===== config.mk =====
export PLATFORM = sky130hd
export DESIGN_NAME = scratchpad_status_micro_jam_control
export DESIGN_NICKNAME = d
export VERILOG_FILES = /design/src/design/scratch_ctl_pkg.sv /design/src/design/scratch_if.sv /design/src/design/scratch_file.sv /design/src/design/scratchpad_status_micro_jam_control.sv
export SDC_FILE = /design/constraint.sdc
export NUM_CORES = 1
export LEC_CHECK = 0
export ABC_AREA = 1
export BUFFER_PORTS_ARGS = -buffer_cell sky130_fd_sc_hd__clkbuf_2
export CAP_MARGIN = 30
export CORE_UTILIZATION = 55
export CTS_CLUSTER_SIZE = 25
export DETAILED_ROUTE_END_ITERATION = 7
export GPL_ROUTABILITY_DRIVEN = 0
export PLACE_DENSITY = 0.77
export SLEW_MARGIN = 30
export SYNTH_ARGS = -nofsm -noshare
export SYNTH_HDL_FRONTEND = slang
export SYNTH_SLANG_ARGS = --single-unit

===== constraint.sdc =====
create_clock -name pclk -period 2.05 [get_ports pclk]
set_input_delay 0.3075 -clock pclk [delete_from_list [all_inputs] [get_ports pclk]]
set_output_delay 0.3075 -clock pclk [all_outputs]
set_load 0.005 [all_outputs]

===== src/design/scratch_ctl_pkg.sv =====
package scratch_ctl_pkg;
    // apb register map
    localparam logic [7:0] STATUS_OFF = 8'h00;
    localparam logic [7:0] CTRL_OFF = 8'h04;
    localparam logic [7:0] JAM_OFF = 8'h08;
    // status register fields
    localparam int STATUS_SW_LSB = 0;
    localparam int STATUS_HIST_LSB = 16;
    // control register fields
    localparam int CTRL_INIT_BIT = 0;
    localparam int CTRL_GATE_BIT = 1;
    localparam logic CTRL_GATE_RST = 1'b1;
    // jam register fields
    localparam int JAM_PEND_LSB = 0;
    localparam int JAM_STATE_LSB = 8;
    // reset values
    localparam logic [7:0] SW_RST = 8'h00;
    localparam logic [8:0] HIST_RST = 9'h000;
    // forced entry addresses, plain defaults
    localparam logic [8:0] JAM_VEC_PWRUP = 9'h001;
    localparam logic [8:0] JAM_VEC_BUSERR = 9'h002;
    localparam logic [8:0] JAM_VEC_STACK = 9'h003;
    localparam logic [8:0] JAM_VEC_INIT = 9'h004;
    // pending bit order, highest priority first
    localparam int PEND_PWRUP = 0;
    localparam int PEND_BUSERR = 1;
    localparam int PEND_STACK = 2;
    localparam int PEND_INIT = 3;
    // scratch file read/write control codes
    localparam logic [1:0] RW_READ = 2'h0;
    localparam logic [1:0] RW_LOW = 2'h1;
    localparam logic [1:0] RW_HIGH = 2'h2;
    localparam logic [1:0] RW_WORD = 2'h3;
    // forced address sequencer
    typedef enum logic [2:0] {
        JAM_IDLE = 3'b001,
        JAM_FORCE = 3'b010,
        JAM_LOAD = 3'b100
    } jam_state_t;
endpackage : scratch_ctl_pkg


===== src/design/scratch_if.sv =====
`timescale 1ns/1ns
interface scratch_if;
    logic [3:0] addr;
    logic [15:0] wdata;
    logic [1:0] rw_ctrl;
    logic [15:0] rdata;
    modport ctrl (output addr, output wdata, output rw_ctrl,
        input rdata);
    modport mem (input addr, input wdata, input rw_ctrl,
        output rdata);
endinterface : scratch_if


===== src/design/scratch_file.sv =====
`timescale 1ns/1ns
module scratch_file
    import scratch_ctl_pkg::*;
(
    // clock
    input wire logic pclk,
    // control side
    scratch_if.mem port
);
    logic [15:0] words [16];

    // byte lane writes under the two-bit control
    always_ff @(posedge pclk) begin
        if (port.rw_ctrl[0]) begin
            words[port.addr][7:0] <= port.wdata[7:0];
        end
        if (port.rw_ctrl[1]) begin
            words[port.addr][15:8] <= port.wdata[15:8];
        end
    end

    // selected word read straight out
    assign port.rdata = words[port.addr];
endmodule : scratch_file


===== src/design/scratchpad_status_micro_jam_control.sv =====
// The APB interface to the registers and the register offsets were chosen for this implementation.
`timescale 1ns/1ns
// Behaviour
// - sixteen by sixteen scratch file, read and write
// - data mux in, four-bit address, two-bit control
// - read word drives the register read bus
// - one of four address sources per microword
// - destination select uses instruction bits 2:0
// - source select uses instruction bits 8:6
// - immediate select uses microword register field
// - bus-address select uses bus address bits 3:0
// - status word loads from mux or conditions
// - status gates onto system or read bus
// - status bits feed branch decode and microbranch
// - history register captures pointer every clock with ce high
// - history register shown on display output
// - four exceptional conditions force a microaddress
// - forcing drives set and clear pointer bits
// - forcing ends with a buffer load strobe
// - instruction decoded into alu and branch controls
// - microbranch data modifies base address by test
// - pointer picks one of 512 control words
module scratchpad_status_micro_jam_control
    import scratch_ctl_pkg::*;
(
    // clock, reset, enable
    input wire logic pclk,
    input wire logic presetn,
    input wire logic ce,
    // apb slave
    input wire logic psel,
    input wire logic penable,
    input wire logic pwrite,
    input wire logic [7:0] paddr,
    input wire logic [31:0] pwdata,
    output logic [31:0] prdata,
    output logic pready,
    output logic pslverr,
    // scratch file controls from the microword
    input wire logic [15:0] d_data_mux,
    input wire logic [1:0] reg_rw_ctrl,
    input wire logic sel_dest_field,
    input wire logic sel_src_field,
    input wire logic sel_immediate_field,
    input wire logic sel_bus_addr_field,
    input wire logic [3:0] microword_reg_field,
    input wire logic [3:0] bus_addr_low,
    // status word controls
    input wire logic sw_load_dmux,
    input wire logic sw_load_cc,
    input wire logic [7:0] cc_in,
    input wire logic sw_to_sysbus,
    input wire logic sw_to_readbus,
    // instruction and microbranch
    input wire logic [15:0] instr_reg,
    input wire logic [1:0] branch_test_sel,
    input wire logic [3:0] machine_status,
    input wire logic [8:0] micro_pointer,
    // forcing conditions
    input wire logic bus_error,
    input wire logic stack_red_zone,
    input wire logic power_up_restart,
    input wire logic console_init,
    // read bus and status outputs
    output logic [15:0] reg_read_bus,
    output logic [7:0] sys_bus_data,
    output logic sys_bus_data_oe,
    output logic [7:0] processor_status_word,
    output logic [8:0] previous_micro_pointer,
    // decode and microbranch outputs
    output logic [3:0] alu_ctrl,
    output logic fmt_double,
    output logic fmt_single,
    output logic fmt_branch,
    output logic branch_true,
    output logic [3:0] branch_test_mux,
    // forced address outputs
    output logic [8:0] jam_set,
    output logic [8:0] jam_clr,
    output logic jam_load,
    output logic jam_busy
);
    scratch_if scr ();
    logic ctrl_gate;
    logic init_req;
    logic [3:0] pend;
    jam_state_t jam_state;
    logic [1:0] jam_pick;
    logic [1:0] jam_served;
    logic next_double;
    logic next_single;
    logic next_branch;
    logic next_taken;
    logic apb_go;
    logic apb_done;

    // one-hot source select, destination wins a clash
    function automatic logic [3:0] pick_addr(
        input logic sd, input logic ss, input logic si,
        input logic [15:0] iw, input logic [3:0] mrf,
        input logic [3:0] ba);
        if (sd) begin
            return {1'b0, iw[2:0]};
        end else if (ss) begin
            return {1'b0, iw[8:6]};
        end else if (si) begin
            return mrf;
        end
        return ba;
    endfunction : pick_addr

    // branch condition from status bits n z v c
    function automatic logic cond_true(
        input logic [15:0] iw, input logic [3:0] c);
        logic r;
        r = 1'b0;
        unique case (iw[10:8])
            3'h0: r = 1'b1;
            3'h1: r = c[2];
            3'h2: r = c[3] ^ c[1];
            3'h3: r = (c[3] ^ c[1]) | c[2];
            3'h4: r = c[3];
            3'h5: r = c[0] | c[2];
            3'h6: r = c[1];
            3'h7: r = c[0];
        endcase
        return r ^ iw[15];
    endfunction : cond_true

    // forced entry address by pending index
    function automatic logic [8:0] jam_vec(input logic [1:0] i);
        logic [8:0] v;
        v = JAM_VEC_INIT;
        unique case (i)
            2'd0: v = JAM_VEC_PWRUP;
            2'd1: v = JAM_VEC_BUSERR;
            2'd2: v = JAM_VEC_STACK;
            2'd3: v = JAM_VEC_INIT;
        endcase
        return v;
    endfunction : jam_vec

    // scratch file address and write control
    always_comb begin
        scr.addr = pick_addr(sel_dest_field, sel_src_field,
            sel_immediate_field, instr_reg, microword_reg_field,
            bus_addr_low);
        scr.wdata = d_data_mux;
        scr.rw_ctrl = ce ? reg_rw_ctrl : RW_READ;
    end

    scratch_file u_file (
        .pclk(pclk),
        .port(scr)
    );

    // read bus: scratch word or status word
    always_ff @(posedge pclk or negedge presetn) begin
        if (!presetn) begin
            reg_read_bus <= 16'h0000;
        end else if (ce) begin
            if (sw_to_readbus) begin
                reg_read_bus <= {8'h00, processor_status_word};
            end else begin
                reg_read_bus <= scr.rdata;
            end
        end
    end

    // status word load, data mux before condition logic
    always_ff @(posedge pclk or negedge presetn) begin
        if (!presetn) begin
            processor_status_word <= SW_RST;
        end else if (ce) begin
            if (sw_load_dmux) begin
                processor_status_word <= d_data_mux[7:0];
            end else if (sw_load_cc) begin
                processor_status_word <= cc_in;
            end
        end
    end

    // status onto system bus lines
    always_ff @(posedge pclk or negedge presetn) begin
        if (!presetn) begin
            sys_bus_data <= 8'h00;
            sys_bus_data_oe <= 1'b0;
        end else if (ce) begin
            sys_bus_data_oe <= sw_to_sysbus & ctrl_gate;
            sys_bus_data <= (sw_to_sysbus & ctrl_gate) ?
                processor_status_word : 8'h00;
        end
    end

    // history of the executing microword address
    always_ff @(posedge pclk or negedge presetn) begin
        if (!presetn) begin
            previous_micro_pointer <= HIST_RST;
        end else if (ce) begin
            previous_micro_pointer <= micro_pointer;
        end
    end

    // instruction format decode
    always_comb begin
        next_double = instr_reg[14:12] != 3'h0
            && instr_reg[14:12] != 3'h7;
        next_branch = instr_reg[14:12] == 3'h0
            && instr_reg[11] == 1'b0 && instr_reg[10:8] != 3'h0;
        next_single = instr_reg[14:12] == 3'h0
            && instr_reg[11] == 1'b1;
        next_taken = next_branch
            && cond_true(instr_reg, processor_status_word[3:0]);
    end

    // registered decode controls
    always_ff @(posedge pclk or negedge presetn) begin
        if (!presetn) begin
            alu_ctrl <= 4'h0;
            fmt_double <= 1'b0;
            fmt_single <= 1'b0;
            fmt_branch <= 1'b0;
            branch_true <= 1'b0;
        end else if (ce) begin
            alu_ctrl <= next_double ? instr_reg[15:12]
                : instr_reg[9:6];
            fmt_double <= next_double;
            fmt_single <= next_single;
            fmt_branch <= next_branch;
            branch_true <= next_taken;
        end
    end

    // microbranch data chosen by the test selection
    always_ff @(posedge pclk or negedge presetn) begin
        if (!presetn) begin
            branch_test_mux <= 4'h0;
        end else if (ce) begin
            unique case (branch_test_sel)
                2'h0: branch_test_mux <= 4'h0;
                2'h1: branch_test_mux <= {1'b0, instr_reg[5:3]};
                2'h2: branch_test_mux <= {next_double, next_single,
                    next_branch, next_taken};
                2'h3: branch_test_mux <= machine_status ^
                    {processor_status_word[3:0]};
            endcase
        end
    end

    // highest priority pending condition
    always_comb begin
        if (pend[PEND_PWRUP]) begin
            jam_pick = 2'd0;
        end else if (pend[PEND_BUSERR]) begin
            jam_pick = 2'd1;
        end else if (pend[PEND_STACK]) begin
            jam_pick = 2'd2;
        end else begin
            jam_pick = 2'd3;
        end
    end

    // sticky pending flags, a new event beats the clear
    always_ff @(posedge pclk or negedge presetn) begin
        if (!presetn) begin
            pend <= 4'h0;
        end else if (ce) begin
            for (int i = 0; i < 4; i++) begin
                if (jam_state == JAM_LOAD && jam_served == 2'(i)) begin
                    pend[i] <= 1'b0;
                end
            end
            if (power_up_restart) pend[PEND_PWRUP] <= 1'b1;
            if (bus_error) pend[PEND_BUSERR] <= 1'b1;
            if (stack_red_zone) pend[PEND_STACK] <= 1'b1;
            if (console_init | init_req) pend[PEND_INIT] <= 1'b1;
        end
    end

    // force set and clear, then strobe the buffer load
    always_ff @(posedge pclk or negedge presetn) begin
        if (!presetn) begin
            jam_state <= JAM_IDLE;
            jam_set <= 9'h000;
            jam_clr <= 9'h000;
            jam_load <= 1'b0;
            jam_busy <= 1'b0;
            jam_served <= 2'd0;
        end else if (ce) begin
            unique case (jam_state)
                JAM_IDLE: if (pend != 4'h0) begin
                    jam_state <= JAM_FORCE;
                    jam_set <= jam_vec(jam_pick);
                    jam_clr <= ~jam_vec(jam_pick);
                    jam_busy <= 1'b1;
                    // keep the served source, a later event may outrank it
                    jam_served <= jam_pick;
                end
                JAM_FORCE: begin
                    jam_state <= JAM_LOAD;
                    jam_load <= 1'b1;
                end
                JAM_LOAD: begin
                    jam_state <= JAM_IDLE;
                    jam_load <= 1'b0;
                    jam_set <= 9'h000;
                    jam_clr <= 9'h000;
                    jam_busy <= 1'b0;
                end
                default: jam_state <= JAM_IDLE;
            endcase
        end
    end

    // apb: answer one cycle into the access phase
    assign apb_go = psel & penable & ~pready;
    assign apb_done = psel & penable & pready;

    always_ff @(posedge pclk or negedge presetn) begin
        if (!presetn) begin
            pready <= 1'b0;
            pslverr <= 1'b0;
            prdata <= 32'h0000_0000;
        end else if (ce) begin
            pready <= apb_go;
            pslverr <= apb_go && paddr != STATUS_OFF
                && paddr != CTRL_OFF && paddr != JAM_OFF;
            prdata <= 32'h0000_0000;
            if (apb_go && !pwrite) begin
                unique case (paddr)
                    STATUS_OFF: begin
                        prdata[STATUS_SW_LSB +: 8] <=
                            processor_status_word;
                        prdata[STATUS_HIST_LSB +: 9] <=
                            previous_micro_pointer;
                    end
                    CTRL_OFF: prdata[CTRL_GATE_BIT] <= ctrl_gate;
                    JAM_OFF: begin
                        prdata[JAM_PEND_LSB +: 4] <= pend;
                        prdata[JAM_STATE_LSB +: 3] <= jam_state;
                    end
                    default: prdata <= 32'h0000_0000;
                endcase
            end
        end
    end

    // control register write, init request is a pulse
    always_ff @(posedge pclk or negedge presetn) begin
        if (!presetn) begin
            ctrl_gate <= CTRL_GATE_RST;
            init_req <= 1'b0;
        end else if (ce) begin
            init_req <= 1'b0;
            if (apb_done && pwrite && paddr == CTRL_OFF) begin
                ctrl_gate <= pwdata[CTRL_GATE_BIT];
                init_req <= pwdata[CTRL_INIT_BIT];
            end
        end
    end
endmodule : scratchpad_status_micro_jam_control


=== Yosys cells after proc, flatten, opt, wreduce, memory -nomap -nowiden ===
Memories as Yosys holds them, arrays and structs flattened.
Cells that the tools add are included.

* Eq/ne operators: 25
* Multiplexer cells: 50
* Bitwise operators: 13
* Reductions and logical operators: 43

{| class="wikitable"
|+ Operators by type and width
! cell !! count
|-
| 2-to-1 mux 9 bit || 5
|-
| one-hot mux 9 bit (2 select lines) || 2
|-
| one-hot mux 9 bit (4 select lines) || 1
|-
| 2-to-1 mux 25 bit || 1
|-
| 2-to-1 mux 4 bit || 6
|-
| 2-to-1 mux 8 bit || 3
|-
| 2-to-1 mux 1 bit || 18
|-
| 2-to-1 mux 16 bit || 1
|-
| one-hot mux 4 bit (4 select lines) || 1
|-
| AND reduction 2 bit || 8
|-
| == test 3 bit, second input constant || 5
|-
| logical AND 1 bit || 15
|-
| nonzero test 2 bit || 7
|-
| == test 2 bit, second input constant || 6
|-
| == test 3 x 2 -> 1 bit, second input constant || 3
|-
| inverter 9 bit || 1
|-
| == test 8 x 3 -> 1 bit, second input constant || 1
|-
| == test 8 x 4 -> 1 bit, second input constant || 1
|-
| zero test 8 bit || 1
|-
| inequality test 8 x 3 -> 1 bit, second input constant || 1
|-
| inequality test 8 x 4 -> 1 bit, second input constant || 1
|-
| one-hot mux 1 bit (8 select lines) || 1
|-
| nonzero test 8 bit || 1
|-
| == test 2 x 1 -> 1 bit, second input constant || 3
|-
| 20 further kinds || 38
|}

* Register bits after elaboration: 119
* RAM bits: 256
* Input bits: 123
* Output and inout bits: 108
* Word-level logic and storage cells: 158
* Memories: 1

{| class="wikitable"
|+ Memory list
! name !! words !! width !! read ports !! clocked after memory_dff !! write ports !! line !! source
|-
| u_file.words || 16 || 16 || 1 || 0 || 1 || scratch_file.sv:10 || <nowiki>logic [15:0] words [16];</nowiki>
|}

=== Depth between registers and ports, before layout ===
* Word-level depth: 11
* Mapped depth: 16
* Mapped depth without buffers: 14

=== Cells and area by module ===
From an unflattened synthesis, not the netlist that was laid out.

* Cell total of the unflattened synthesis: 1619
* Area total of the unflattened synthesis: 15514.9 um^2

{| class="wikitable"
|+ Modules (own cells, without submodules)
! module !! times used !! cells an instance !! area each (um^2) !! sequential area each (um^2)
|-
| scratch_file || 1 || 1074 || 10950.5 || 7687.4
|-
| scratchpad_status_micro_jam_control || 1 || 545 || 4564.4 || 2379.8
|}

=== Least setup slack after synthesis ===
No wires, ideal clock.

* Path type: input to register
* Start: in sel_immediate_field
* End: mem u_file.words[4][0], enable pin
* Library setup time: 0.383 ns
* Data arrival time: 2.014 ns
* Data required time: 1.667 ns
* Path slack: -0.347 ns
* Stages: 7
* Buffers on the path: 1
* Cells stage by stage: or2_2 > o211ai_1 > inv_1 > nor2_2 > buf_2 > inv_1 > nor3_1

* Longest elaborated chain between the ends: 4

{| class="wikitable"
|+ RTL lines
! what !! line !! source
|-
| start: declaration || scratchpad_status_micro_jam_control.sv:44 || <nowiki>input wire logic sel_immediate_field,</nowiki>
|-
| 2-to-1 mux 1 bit || scratchpad_status_micro_jam_control.sv:106 || <nowiki>end else if (si) begin</nowiki>
|-
| 2-to-1 mux 1 bit || scratchpad_status_micro_jam_control.sv:104 || <nowiki>end else if (ss) begin</nowiki>
|-
| 2-to-1 mux 1 bit || scratchpad_status_micro_jam_control.sv:102 || <nowiki>if (sd) begin</nowiki>
|-
| 2-to-1 mux 4 bit || scratchpad_status_micro_jam_control.sv:109 || <nowiki>return ba;</nowiki>
|-
| end: declaration || scratch_file.sv:10 ||
|}

Every way passes these cells.

=== Worst setup path in the final report ===
* Start: reg jam_state[0]
* End: reg jam_clr[2]

* Longest elaborated chain between the ends: 3
* Elaborated cells on any way between the ends: 6
* Those cells by class: 3 x eq/ne; 1 x mux; 2 x reduce/logical

{| class="wikitable"
|+ RTL lines
! what !! line !! source
|-
| start: declaration || scratchpad_status_micro_jam_control.sv:87 || <nowiki>jam_state_t jam_state;</nowiki>
|-
| start signal: assignment || scratchpad_status_micro_jam_control.sv:283 || <nowiki>jam_state <= JAM_IDLE;</nowiki>
|-
| start signal: assignment || scratchpad_status_micro_jam_control.sv:292 || <nowiki>jam_state <= JAM_FORCE;</nowiki>
|-
| start signal: assignment || scratchpad_status_micro_jam_control.sv:300 || <nowiki>jam_state <= JAM_LOAD;</nowiki>
|-
| == test 3 x 1 -> 1 bit or == test 3 bit (tied branches) || scratchpad_status_micro_jam_control.sv:290 || <nowiki>unique case (jam_state)</nowiki>
|-
| inequality test 2 bit (no line) or nonzero test 2 bit (tied branches) || n/a ||
|-
| AND reduction 3 bit (no line) || n/a ||
|-
| end signal: assignment || scratchpad_status_micro_jam_control.sv:294 || <nowiki>jam_clr <= ~jam_vec(jam_pick);</nowiki>
|-
| end: declaration || scratchpad_status_micro_jam_control.sv:79 || <nowiki>output logic [8:0] jam_clr,</nowiki>
|}

Several ways; a longest one is shown, not always the timed one.
A chain may end at the register's enable or synchronous reset.

==> flow_summary.toml <==
[run_status]
outcome = "completed"

[finish]
mostFrequentLayoutCell = "nand2_1"
regArea_um2 = 10100
mostFrequentLayoutCells = "536 x nand2_1, 256 x edfxtp_1, 180 x clkbuf_2, 123 x o21ai_0"
antenna_cells = 0
n_fill_cell = 1979
area_delta_synth_final_pct = 19.4
final_area_um2 = 18200
drive_above_1_share_pct = 20.9
nNetsFinal = 1882
multiInputGateArea_um2 = 4430

[route]
drc_errors = 0
vias = 11708
drt-total-wl_mm = 38.7
drtAntennaViolNets = 0
drt-initial-drc-count = 1365
wl_per_cell_um = 18.2
via_per_inst = 5.51
firstDrtPassIters = 5

[clocking]
cts_root_buf = "clkbuf_16"
cts.sinks = 351
insertion_delay_ns = 0.53
cts_buffer_depth = 3
post_cts_buffers = 0
cts_tree = "yes"
cts_made_buffers = 35
clk_pin_slew_ns = 0.06
cts.htree.levels = 2

[critical_path]
critPathRequiredTime_ns = 2.49
end_kind = "flip-flop"
setup.worst_path.end = "jam_clr[2]"
critPathLaunch = "jam_state[0]"
cp_data_arrival_time_ns = 2.22
r2r_end = "jam_clr[2]"
start_kind = "flip-flop"
rr_startpoint = "jam_state[0]"
worstSetupPathType = "flip-flop to flip-flop"
critPathMaxFanout = 7
rrSetupSlack_ns = 0.28
r2r_cells = 6

[floorplan]
rows = 60
initial_core_util_pct = 56.3
io_pins = 231
die_w_um = 168
core_um2 = 27000
die_area_um2 = 28300
die_y_um = 168

[timing]
period_share_pct = 86.5
fmax_mhz = 564
setup_viol = 0
final_max_slew_viol_count = 0
hold_viol = 0
fin_hold_ws_ns = 0.0123
rsz0062_at_grt = "no"
skew_ns = 0.0238
relSlewSlack_pct = 50.8
post-route-min-period_ns = 1.77
worst_slew_pin_slew_ns = 0.734

[power]
peakVddDrop_mv = 0.516
p_per_area_nw_per_um2 = 903
power.leakage_nw = 8.07

[synthesis]
ys_types = 42
ys_seq_elements = 351
ys.flop_type = "edfxtp_1"
synth_area_um2 = 15200
yosys_warnings = 0
async_flop_share_pct = 27.1
seq_area_frac_synth_pct = 66.1
synth.avg_cell_area_um2 = 10.0
synth_edf_count = 256
netlist_instances = 1520

[min_path]
hold_path.class = "primary input to flip-flop"

[grt]
grt_antenna_before_repair = 0
grt-ovfl-total = 0
grt_max_degree = 68
grt_pass1_vias = 11141
grt_first_pass_wirelength_mm = 60.1
grt_use_total_pct = 27.7

[placed_design]
dpl.hpwl_mm = 26.1
portBuffers = 181
dpl_cell_area_um2 = 17000

[job]
max-cap-violations = 0
==> cell type report <==
type | instances | share of cell area (%)
Tap cell | 341 | 2.35
Sequential cell | 351 | 55.4
Clock buffer | 46 | 5.24
Inverter | 107 | 2.21
Multi-Input combinational cell | 984 | 24.4
Clock inverter | 15 | 0.620
Timing Repair Buffer | 279 | 9.84
==> through the flow <==
step           instances  power [mW]  setup WS [ns]  utilization (%)  TNS [ns]
6_report            2123        16.4          0.277             67.3         0
5_1_grt             2123        17.0         0.0935             67.3         0
4_1_cts             2123        16.5          0.169             67.2         0
3_5_place_dp        2054        10.5         -0.197             63.0    -23.60
3_3_place_gp        2054        10.4         -0.156             63.0    -15.85
2_1_floorplan       1537        9.57         -0.171                -    -24.10
==> worst min-delay path by stage <==
| stage | to | startpoint | depth (start not counted) | slack, ns |
|---|---|---|---|---|
| after floorplan | alu_ctrl[0] | presetn | 0 | 0.01 |
| after global placement | jam_clr[7] | presetn | 1 | 0.32 |
| after detailed placement | jam_clr[7] | presetn | 1 | 0.33 |
| after CTS | init_req | pwdata[0] | 3 | 0.004 |
| after global routing | pend[2] | stack_red_zone | 3 | 0.02 |
| final | pend[2] | stack_red_zone | 3 | 0.01 |
==> sequential cells by signal, indices dropped and copies added (netlist names), 8 cells and up <==
signal                  cells
prdata                     20
previous_micro_pointer      9
processor_status_word       8
reg_read_bus               16
sys_bus_data                8
u_file.words              256
==> kinds of logic after synthesis <==
logic type                 after synthesis  synth area share [%]
and+or+nand+nor                        761                  19.9
buffers and inverters                  202                  6.35
adders and majority gates                1                0.0822
other                                    1                0.0246
AOI/OAI and AO/OA                      202                  7.33
DFF                                    351                  66.1
muxes                                    1                0.0740
xor gates and xnor gates                 1                0.0576
==> routing by layer <==
| metal | part of all wire, % | global-route usage, % | vias up |
|---|---|---|---|
| met5 | 0 | 0 | - |
| met4 | 2.1 | 7.98 | 0 |
| met3 | 8.7 | 4.91 | 66 |
| met2 | 48 | 46.2 | 603 |
| met1 | 41 | 37.5 | 5545 |
| li1 | - | - | 5494 |
==> cells in the mapped netlist (2+ instances only) <==
| master | number | share of area [%] |
|---|---|---|
| edfxtp_1 | 256 | 51 |
| o21bai_1 | 8 | 0.39 |
| dfrtp_1 | 93 | 15 |
| a31oi_1 | 2 | 0.082 |
| buf_6 | 5 | 0.37 |
| buf_1 | 2 | 0.049 |
| clkbuf_1 | 29 | 0.72 |
| o221ai_1 | 3 | 0.17 |
| nand3_1 | 68 | 2.2 |
| o21ai_1 | 31 | 1.0 |
| a21o_1 | 2 | 0.099 |
| nand4_1 | 3 | 0.12 |
| nand2_2 | 3 | 0.12 |
| nor2_1 | 99 | 2.4 |
| o21ai_0 | 123 | 4.0 |
| clkinv_1 | 3 | 0.074 |
| a22o_1 | 2 | 0.12 |
| nand2_1 | 538 | 13 |
| buf_4 | 39 | 1.9 |
| nor2_2 | 4 | 0.16 |
| a21oi_1 | 13 | 0.43 |
| dfstp_2 | 2 | 0.35 |
| nor3_1 | 42 | 1.4 |
| inv_2 | 6 | 0.15 |
| buf_2 | 19 | 0.62 |
| inv_1 | 98 | 2.4 |
| o211ai_1 | 12 | 0.59 |
==> worst max-delay path, cell delays in order, from the launching register on <==
cell and delay [ns]:
dfstp_2 0.56, inv_1 0.06, nor3_1 0.29, o211ai_1 0.20
nor2_2 0.27, inv_1 0.15, o21ai_0 0.17
==> where the power goes <==
group	leakage, nW	internal, mW	total [mW]	switching [mW]
Sequential	3.52	7.96	8.17	0.214
Combinational	4.03	0.782	2.23	1.44
Clock	0.524	3.41	6.01	2.60
Total	8.07	12.2	16.4	4.26
==> repair_timing <==
item,in CTS,in global routing
gates resized for setup,0,1
hold buffers,8,0
endpoints found under the hold margin,45,0
endpoints found under the setup margin,0,5
Note: power is estimated with default switching activity, not from simulation.
